<file path="src/rtl/vmon_pkg.sv">
// Constants shared by the voltage monitor control block.
// Assumes a 250 MHz system clock and an AXI4-Lite master.
//
// What this block does
// - Code 000 compares external sense pin, 1.23V.
// - Codes 001-111 compare supply against fixed levels.
// - Bit 5 reads 1 while voltage is low.
// - Bit 4 switches detector on or off.
// - Reference on with detector, LOW_VOLTAGE_RESET or bit 3.
// - Bits 7-6 pick low duration before interrupt.
// - Sleep mode holds detector disabled always.
// - Request set after qualified low duration or by a write to OFF_SET.
// - New request from the filter wakes device from idle mode; a write to OFF_SET does not.
package vmon_pkg;

  // ----------------------------------------------------------------
  // Timing
  // ----------------------------------------------------------------
  localparam int unsigned CLK_MHZ       = 250;
  localparam int unsigned OSC_PERIOD_NS = 31250;
  localparam int unsigned OSC_DIV_CYC   = OSC_PERIOD_NS * CLK_MHZ / 1000;

  // ----------------------------------------------------------------
  // Register map
  // ----------------------------------------------------------------
  localparam int unsigned AW = 8;
  localparam logic [AW-1:0] OFF_CTRL = 8'h00;
  localparam logic [AW-1:0] OFF_STAT = 8'h04;
  localparam logic [AW-1:0] OFF_CLR  = 8'h08;
  localparam logic [AW-1:0] OFF_IEN  = 8'h0c;
  localparam logic [AW-1:0] OFF_SET  = 8'h10;

  localparam int unsigned BIT_THR_LO  = 0;
  localparam int unsigned BIT_THR_HI  = 2;
  localparam int unsigned BIT_REF     = 3;
  localparam int unsigned BIT_EN      = 4;
  localparam int unsigned BIT_FLAG    = 5;
  localparam int unsigned BIT_FILT_LO = 6;
  localparam int unsigned BIT_FILT_HI = 7;

  localparam logic [7:0]  CTRL_RST   = 8'h00;
  localparam logic [7:0]  CTRL_WMASK = 8'hdf;
  localparam logic [2:0]  THR_EXT    = 3'h0;
  localparam logic [1:0]  RESP_OK    = 2'h0;
  localparam logic [1:0]  RESP_ERR   = 2'h2;

  // ----------------------------------------------------------------
  // Filter selection and tick counts
  // ----------------------------------------------------------------
  typedef enum logic [1:0] {
    FILT_SHORT = 2'b00,
    FILT_MID   = 2'b01,
    FILT_LONG  = 2'b10,
    FILT_ALT   = 2'b11
  } vmon_filt_t;

  localparam logic [3:0] TICKS_SHORT = 4'h2;
  localparam logic [3:0] TICKS_MID   = 4'h4;
  localparam logic [3:0] TICKS_LONG  = 4'h8;

  // ----------------------------------------------------------------
  // Bus channel states
  // ----------------------------------------------------------------
  typedef enum logic {
    WR_IDLE = 1'b0,
    WR_RESP = 1'b1
  } vmon_wr_t;

  typedef enum logic {
    RD_IDLE = 1'b0,
    RD_DATA = 1'b1
  } vmon_rd_t;

endpackage

</file>
<file path="src/rtl/vmon_filter.sv">
// Qualifying filter: counts slow ticks while the low level holds.
// Assumes tick is a one-cycle enable from the slow divider.
`timescale 1ns/100ps
`default_nettype none
module vmon_filter (
  // Clock and reset
  input  wire logic       clk,
  input  wire logic       rst_n,
  // Qualification
  input  wire logic       tick,
  input  wire logic       level,
  input  wire logic [3:0] need,
  output logic            hit
);
  import vmon_pkg::*;

  logic [3:0] cnt_q;
  logic [3:0] cnt_d;
  logic       at_last;

  // ----------------------------------------------------------------
  // Tick counter, saturating once qualified
  // ----------------------------------------------------------------
  assign at_last = (cnt_q == need - 4'h1);
  assign hit     = level && tick && at_last;
  assign cnt_d   = !level ? 4'h0 :
                   (tick && cnt_q < need) ? cnt_q + 4'h1 : cnt_q;

  always_ff @(posedge clk or negedge rst_n) begin
    if (!rst_n) begin
      cnt_q <= 4'h0;
    end else begin
      cnt_q <= cnt_d;
    end
  end
endmodule
`default_nettype wire

</file>
<file path="src/rtl/vmon_ctrl.sv">
// Voltage monitor control: register, filter, request flag, wake.
// Assumes the analog comparator result is synchronous to CLK_SYS.
//
// Implementation choices: register access over AXI4-Lite and the register addresses.
`timescale 1ns/100ps
`default_nettype none
module vmon_ctrl #(
  parameter int unsigned OSC_DIV = vmon_pkg::OSC_DIV_CYC
) (
  // Clock and reset
  input  wire logic                      CLK_SYS,
  input  wire logic                      RST_N,
  // AXI4-Lite write address and data
  input  wire logic                      AWVALID,
  output logic                           AWREADY,
  input  wire logic [vmon_pkg::AW-1:0]   AWADDR,
  input  wire logic [2:0]                AWPROT,
  input  wire logic                      WVALID,
  output logic                           WREADY,
  input  wire logic [31:0]               WDATA,
  input  wire logic [3:0]                WSTRB,
  // AXI4-Lite write response
  output logic                           BVALID,
  input  wire logic                      BREADY,
  output logic [1:0]                     BRESP,
  // AXI4-Lite read
  input  wire logic                      ARVALID,
  output logic                           ARREADY,
  input  wire logic [vmon_pkg::AW-1:0]   ARADDR,
  input  wire logic [2:0]                ARPROT,
  output logic                           RVALID,
  input  wire logic                      RREADY,
  output logic [31:0]                    RDATA,
  output logic [1:0]                     RRESP,
  // Power mode and analog side
  input  wire logic                      SLEEP_MODE,
  input  wire logic                      IDLE_MODE,
  input  wire logic                      LVR_ENABLE,
  input  wire logic                      CMP_LOW,
  output logic                           MONITOR_ON,
  output logic                           REF_ON,
  output logic                           SENSE_EXT,
  output logic [2:0]                     THRESHOLD_SELECT,
  // Interrupt and wake
  output logic                           MONITOR_IRQ_REQUEST,
  output logic                           IRQ,
  output logic                           WAKE_IDLE
);
  import vmon_pkg::*;

  // ----------------------------------------------------------------
  // Declarations
  // ----------------------------------------------------------------
  vmon_wr_t          wr_q;
  vmon_rd_t          rd_q;
  logic              aw_got_q;
  logic              w_got_q;
  logic [AW-1:0]     awaddr_q;
  logic [7:0]        wbyte_q;
  logic              wlane_q;
  logic [1:0]        bresp_q;
  logic [31:0]       rdata_q;
  logic [1:0]        rresp_q;
  logic [7:0]        ctrl_q;
  logic              low_q;
  logic              stat_q;
  logic              stat_d;
  logic              ien_q;
  logic              wake_q;
  logic [15:0]       div_q;
  logic              tick;
  logic              hit;
  logic              active;
  logic              do_wr;
  logic              wr_ctrl;
  logic              wr_clr;
  logic              wr_ien;
  logic              wr_set;
  logic              wr_ok;
  logic              rd_take;
  logic [31:0]       rd_val;
  logic              rd_ok;
  logic [3:0]        need;
  logic [7:0]        ctrl_view;
  logic [15:0]       div_last;

  // ----------------------------------------------------------------
  // Write channel
  // ----------------------------------------------------------------
  assign AWREADY = (wr_q == WR_IDLE) && !aw_got_q;
  assign WREADY  = (wr_q == WR_IDLE) && !w_got_q;
  assign do_wr   = (wr_q == WR_IDLE) && aw_got_q && w_got_q;
  assign wr_ctrl = do_wr && (awaddr_q == OFF_CTRL) && wlane_q;
  assign wr_clr  = do_wr && (awaddr_q == OFF_CLR) && wlane_q;
  assign wr_ien  = do_wr && (awaddr_q == OFF_IEN) && wlane_q;
  assign wr_set  = do_wr && (awaddr_q == OFF_SET) && wlane_q;
  assign wr_ok   = (awaddr_q == OFF_CTRL) || (awaddr_q == OFF_STAT) ||
                   (awaddr_q == OFF_CLR) || (awaddr_q == OFF_IEN) ||
                   (awaddr_q == OFF_SET);
  assign BVALID  = (wr_q == WR_RESP);
  assign BRESP   = bresp_q;

  always_ff @(posedge CLK_SYS or negedge RST_N) begin
    if (!RST_N) begin
      aw_got_q <= 1'b0;
      awaddr_q <= '0;
    end else if (AWVALID && AWREADY) begin
      aw_got_q <= 1'b1;
      awaddr_q <= AWADDR;
    end else if (do_wr) begin
      aw_got_q <= 1'b0;
    end
  end

  always_ff @(posedge CLK_SYS or negedge RST_N) begin
    if (!RST_N) begin
      w_got_q <= 1'b0;
      wbyte_q <= 8'h00;
      wlane_q <= 1'b0;
    end else if (WVALID && WREADY) begin
      w_got_q <= 1'b1;
      wbyte_q <= WDATA[7:0];
      wlane_q <= WSTRB[0];
    end else if (do_wr) begin
      w_got_q <= 1'b0;
    end
  end

  always_ff @(posedge CLK_SYS or negedge RST_N) begin
    if (!RST_N) begin
      wr_q    <= WR_IDLE;
      bresp_q <= RESP_OK;
    end else begin
      case (wr_q)
        WR_IDLE: begin
          if (do_wr) begin
            wr_q    <= WR_RESP;
            bresp_q <= wr_ok ? RESP_OK : RESP_ERR;
          end
        end
        WR_RESP: begin
          if (BREADY) begin
            wr_q <= WR_IDLE;
          end
        end
        default: wr_q <= WR_IDLE;
      endcase
    end
  end

  // ----------------------------------------------------------------
  // Read channel
  // ----------------------------------------------------------------
  assign ARREADY   = (rd_q == RD_IDLE);
  assign rd_take   = ARVALID && ARREADY;
  assign ctrl_view = {ctrl_q[BIT_FILT_HI:BIT_FILT_LO], low_q,
                      ctrl_q[BIT_EN:BIT_THR_LO]};
  assign rd_val    = (ARADDR == OFF_CTRL) ? {24'h000000, ctrl_view} :
                     (ARADDR == OFF_STAT) ? {31'h00000000, stat_q} :
                     (ARADDR == OFF_IEN)  ? {31'h00000000, ien_q} :
                     32'h00000000;
  assign rd_ok     = (ARADDR == OFF_CTRL) || (ARADDR == OFF_STAT) ||
                     (ARADDR == OFF_CLR) || (ARADDR == OFF_IEN) ||
                     (ARADDR == OFF_SET);
  assign RVALID    = (rd_q == RD_DATA);
  assign RDATA     = rdata_q;
  assign RRESP     = rresp_q;

  always_ff @(posedge CLK_SYS or negedge RST_N) begin
    if (!RST_N) begin
      rd_q    <= RD_IDLE;
      rdata_q <= 32'h00000000;
      rresp_q <= RESP_OK;
    end else begin
      case (rd_q)
        RD_IDLE: begin
          if (rd_take) begin
            rd_q    <= RD_DATA;
            rdata_q <= rd_val;
            rresp_q <= rd_ok ? RESP_OK : RESP_ERR;
          end
        end
        RD_DATA: begin
          if (RREADY) begin
            rd_q <= RD_IDLE;
          end
        end
        default: rd_q <= RD_IDLE;
      endcase
    end
  end

  // ----------------------------------------------------------------
  // Control register and analog controls
  // ----------------------------------------------------------------
  always_ff @(posedge CLK_SYS or negedge RST_N) begin
    if (!RST_N) begin
      ctrl_q <= CTRL_RST;
      ien_q  <= 1'b0;
    end else begin
      if (wr_ctrl) begin
        ctrl_q <= wbyte_q & CTRL_WMASK;
      end
      if (wr_ien) begin
        ien_q <= wbyte_q[0];
      end
    end
  end

  assign active           = ctrl_q[BIT_EN] && !SLEEP_MODE;
  assign MONITOR_ON       = active;
  assign REF_ON           = ctrl_q[BIT_EN] || LVR_ENABLE ||
                            ctrl_q[BIT_REF];
  assign THRESHOLD_SELECT = ctrl_q[BIT_THR_HI:BIT_THR_LO];
  assign SENSE_EXT        = (THRESHOLD_SELECT == THR_EXT);

  always_ff @(posedge CLK_SYS or negedge RST_N) begin
    if (!RST_N) begin
      low_q <= 1'b0;
    end else begin
      low_q <= active && CMP_LOW;
    end
  end

  // ----------------------------------------------------------------
  // Slow oscillator tick and qualifying filter
  // ----------------------------------------------------------------
  assign div_last = 16'(OSC_DIV - 1);
  assign tick     = (div_q == div_last);

  always_ff @(posedge CLK_SYS or negedge RST_N) begin
    if (!RST_N) begin
      div_q <= 16'h0000;
    end else if (tick) begin
      div_q <= 16'h0000;
    end else begin
      div_q <= div_q + 16'h0001;
    end
  end

  assign need = (vmon_filt_t'(ctrl_q[BIT_FILT_HI:BIT_FILT_LO]) == FILT_MID)
                ? TICKS_MID :
                (vmon_filt_t'(ctrl_q[BIT_FILT_HI:BIT_FILT_LO]) == FILT_LONG)
                ? TICKS_LONG : TICKS_SHORT;

  vmon_filter u_filter (
    .clk   (CLK_SYS),
    .rst_n (RST_N),
    .tick  (tick),
    .level (low_q),
    .need  (need),
    .hit   (hit)
  );

  // ----------------------------------------------------------------
  // Request flag, interrupt and wake
  // ----------------------------------------------------------------
  assign stat_d = hit || wr_set || (stat_q && !wr_clr);

  always_ff @(posedge CLK_SYS or negedge RST_N) begin
    if (!RST_N) begin
      stat_q <= 1'b0;
      wake_q <= 1'b0;
    end else begin
      stat_q <= stat_d;
      wake_q <= hit && !stat_q && IDLE_MODE;
    end
  end

  assign MONITOR_IRQ_REQUEST = stat_q;
  assign IRQ                 = stat_q && ien_q;
  assign WAKE_IDLE           = wake_q;
endmodule
`default_nettype wire

</file>
<file path="config.mk">
export PLATFORM = sky130hd
export DESIGN_NAME = vmon_ctrl
export DESIGN_NICKNAME = d
export VERILOG_FILES = /design/src/rtl/vmon_pkg.sv /design/src/rtl/vmon_filter.sv /design/src/rtl/vmon_ctrl.sv
export SDC_FILE = /design/constraint.sdc
export NUM_CORES = 1
export LEC_CHECK = 0
export BUFFER_PORTS_ARGS = -buffer_cell sky130_fd_sc_hd__buf_2
export CELL_PAD_IN_SITES_DETAIL_PLACEMENT = 1
export CELL_PAD_IN_SITES_GLOBAL_PLACEMENT = 1
export CORE_MARGIN = 5
export CORE_UTILIZATION = 37
export DETAILED_ROUTE_END_ITERATION = 8
export HOLD_SLACK_MARGIN = 0.02
export PLACE_DENSITY = 0.81
export SETUP_SLACK_MARGIN = 0.05
export SLEW_MARGIN = 15
export SYNTH_ARGS = -nofsm -noshare
export SYNTH_HDL_FRONTEND = slang
export SYNTH_HIERARCHICAL = 1
export SYNTH_SLANG_ARGS = --single-unit
</file>
<file path="constraint.sdc">
create_clock -name CLK_SYS -period 2.3 [get_ports CLK_SYS]
set_clock_uncertainty 0.15 [all_clocks]
set_input_delay 0.345 -clock CLK_SYS [delete_from_list [all_inputs] [get_ports CLK_SYS]]
set_output_delay 0.345 -clock CLK_SYS [all_outputs]
set_load 0.03 [all_outputs]
</file>
==> results.py <==
metrics = {
    "timing": {
        "period_needed_ns": 2.09,
        "final_hold_slack_ns": 0.0726,
        "post-route-worst-setup-slack_ns": 0.206,
        "finalCritPeriodShare_pct": 91.0,
        "slew-limit-headroom_pct": 60.3,
        "final-max-slew-violation-count": 0,
        "final.setup.tns_ns": 0,
        "fmaxAchievable_mhz": 478,
        "grt_setup_unrepaired": "no",
        "setup-violations-final": 0,
        "timing.final.hold_violations": 0,
        "worst_slew_pin_slew_ns": 0.596,
    },
    "floorplanning": {
        "die_w_um": 101,
        "die_h_um": 101,
        "site_row_count": 33,
        "design.die.area_mm2": 0.0103,
        "initial_core_util_pct": 37.8,
        "design.portCount": 119,
        "core_region_area_mm2": 0.00818,
    },
    "route": {
        "vias": 2109,
        "routed_via_density": 4.78,
        "drt-initial-drc-count": 59,
        "detail-route-antenna-nets": 0,
        "routedWlPerCell_um": 15.0,
        "drtPass1Iterations": 4,
        "wirelength_mm": 6.59,
        "residual_drc_count": 0,
    },
    "clock_network": {
        "tritoncts.num_buffers": 9,
        "clock-sinks": 61,
        "cts_tree": "built",
        "clock_latency_ns": 0.34,
        "clock_tree.buffer_depth": 2,
        "root_buf_cell": "clkbuf_8",
        "cts_max_level": 3,
        "cts.repair_timing.setup_buffer_count": 0,
        "clkTransAtPathRegs_ns": 0.06,
    },
    "layout": {
        "fin_area_mm2": 0.00364,
        "fin_nets": 410,
        "final_core_util_pct": 44.5,
        "syn2layout_area_growth_pct": 17.8,
        "multi_input_area_mm2": 0.00140,
        "finalNonFillerCells": 441,
        "n_antenna_cell": 0,
        "register_area_mm2": 0.00153,
        "layout.filler_cells": 924,
        "drive_gt1_share_pct": 33.9,
    },
    "logic_synthesis": {
        "postSynthCellCount": 266,
        "postSynth.topFlopCell": "dfrtp_1",
        "synth_cell_type_count": 45,
        "synth-seq-area-share_pct": 49.4,
        "syn-mean-instance-area_um2": 11.6,
        "synth-seq-cells": 61,
        "synthesis.yosys.warnings": 6,
        "netlist_area_mm2": 0.00309,
        "number_of_synthesized_flops_with_an_enable_pin": 0,
        "asyncSetResetFlopFracSynth_pct": 100,
    },
    "power_and_ir_drop": {
        "max-vdd-ir-drop_mv": 0.631,
        "pwr_density_cell_mw_per_mm2": 889,
        "power.static_leakage_nw": 1.74,
        "total_power_draw_mw": 3.24,
    },
    "global_route": {
        "grt_start_max_net_pins": 38,
        "grt_first_pass_wirelength_mm": 11.1,
        "gr-total-overflow": 0,
        "initial_antenna_violation_count": 0,
        "grt.total_usage_pct": 13.7,
        "grt_pass1_vias": 2322,
    },
    "critical_path": {
        "slowest_cell_on_the_critical_path": "dfrtp_1",
        "worst-endpoint-required_ns": 2.41,
        "cp.arrival_ns": 2.21,
        "max_stage_delay_ns": 0.39,
        "worst_setup_path_start_kind": "flop",
        "timing.critical_path.cells": "inv_1, ha_1, inv_1, ha_1, nor2b_4, o211a_4, nor3_2, mux2i_1",
        "critPathCaptureType": "flop",
        "cp_max_fo": 4,
        "cp.buffers_inverters": 2,
        "critical_path.top_delay_family": "adder cells",
        "timing.setup.critical_path_class": "reg2reg",
    },
    "place": {
        "port_buffers": 58,
        "place.gp.congestion": 0.735,
        "placement.cell_area_mm2": 0.00340,
        "dp_hpwl_mm": 5.02,
        "dp_cells": 423,
        "worst_setup_slack_after_placement_ns": 0.165,
    },
    "worst_hold_path": {
        "min_path_type": "in2reg",
    },
    "status": {
        "outcome": "completed",
    },
    "run": {
        "cap_viol_max_count": 0,
    },
}
-- repair_timing --
| item | CTS | global route |
|---|---|---|
| hold endpoints to repair | 26 | 0 |
| resized for setup | 0 | 2 |
| setup endpoints to repair | 0 | 3 |
| hold buffers | 3 | 0 |
-- worst register-to-register path, stage by stage (launching register included) --
cell and delay [ns]:
dfrtp_1 0.39, inv_1 0.06, ha_1 0.29, inv_1 0.07, ha_1 0.29, nor2b_4 0.13, o211a_4 0.24, nor3_2 0.19
mux2i_1 0.20
-- power breakdown --
group / total [mW] / switching [mW] / internal [mW]
Combinational: 0.800 / 0.459 / 0.341
Sequential: 1.47 / 0.188 / 1.28
Clock: 0.964 / 0.415 / 0.549
Total: 3.24 / 1.06 / 2.17
-- registers in the layout (all words and copies together) (netlist names) --
name,flops
MONITOR_IRQ_REQUEST,1
ctrl_q,7
aw_got_q,1
RRESP,1
w_got_q,1
wbyte_q,7
ien_q,1
wlane_q,1
RVALID,1
u_filter/cnt_q,4
RDATA,8
low_q,1
WAKE_IDLE,1
BVALID,1
BRESP,1
awaddr_q,8
div_q,16
-- cell families (layout without fill, tap and decap cells) --
family | count (synthesis) | in the layout | share of synthesized area (%)
and+or+nand+nor | 83 | 83 | 17.6
adders and majority gates | 9 | 9 | 3.64
xor gates and xnor gates | 17 | 17 | 4.82
muxes | 29 | 29 | 10.4
DFF | 61 | 61 | 49.4
AOI/OAI and AO/OA | 21 | 21 | 5.06
buffers and inverters | 45 | 87 | 8.99
other | 1 | 29 | 0.121
-- cells in the mapped netlist, types with 3 or more instances --
master / n / area share, %
mux2i_1: 5 / 1.6
o21ai_0: 8 / 1.3
clkbuf_1: 6 / 0.73
nand3_1: 12 / 1.9
xor2_1: 6 / 1.7
ha_1: 9 / 3.6
xnor2_1: 11 / 3.1
nor2_1: 11 / 1.3
and3_1: 4 / 0.81
buf_4: 29 / 7.0
nor3_1: 5 / 0.81
nand2_1: 13 / 1.6
nor3_2: 3 / 0.97
and2_1: 7 / 1.4
inv_1: 9 / 1.1
nand4_1: 6 / 1.2
a22o_1: 7 / 2.0
dfrtp_1: 61 / 49
mux2_2: 24 / 8.7
-- area by class of cell --
type                       count  area share [%]
inverter                       9           0.928
timing repair buffer          63            9.56
multi-input combinational    188            38.5
tap                          105            3.61
clock inverter                 4            1.31
clock buffer                  11            4.16
sequential                    61            41.9
-- worst paths after layout --
check / start / to / slack [ns] / depth (start not counted)
worst max-delay path: ctrl_q[6] / u_filter/cnt_q[3] / 0.21 / 8
worst min-delay path: CMP_LOW / low_q / 0.07 / 2
worst max register to register: ctrl_q[6] / u_filter/cnt_q[3] / 0.21 / 8
worst min register to register: RRESP[1] / RRESP[1] / 0.34 / 2
max in group asynchronous: RST_N / awaddr_q[3] / 1.00 / 3
min in group asynchronous: RST_N / div_q[9] / 0.39 / 2
-- metal layers --
metal	part of all wire, %	global-route usage, %
met3	5.6	4.68
met4	0.96	4.29
met2	52	23.1
met5	0	0
met1	42	16.4
-- cells in the final DEF, fill, tap and decap left out, types with 2 or more instances in the layout --
| master | count |
|---|---|
| dfrtp_1 | 61 |
| buf_2 | 58 |
| conb_1 | 29 |
| mux2_2 | 24 |
| nand2_1 | 13 |
| nand3_1 | 12 |
| xnor2_1 | 11 |
| nor2_1 | 11 |
| clkbuf_8 | 11 |
| inv_1 | 9 |
| ha_1 | 9 |
| o21ai_0 | 8 |
| and2_1 | 7 |
| a22o_1 | 7 |
| nand4_1 | 6 |
| xor2_1 | 6 |
| mux2i_1 | 5 |
| and3_1 | 4 |
| nor3_2 | 4 |
| nor3_1 | 4 |
| dlygate4sd3_1 | 3 |
| and4_1 | 2 |
| nor3b_2 | 2 |
| nand4b_1 | 2 |
| o21a_1 | 2 |
| clkinv_2 | 2 |
| nand2b_1 | 2 |
(Power assumes the default switching activity.)
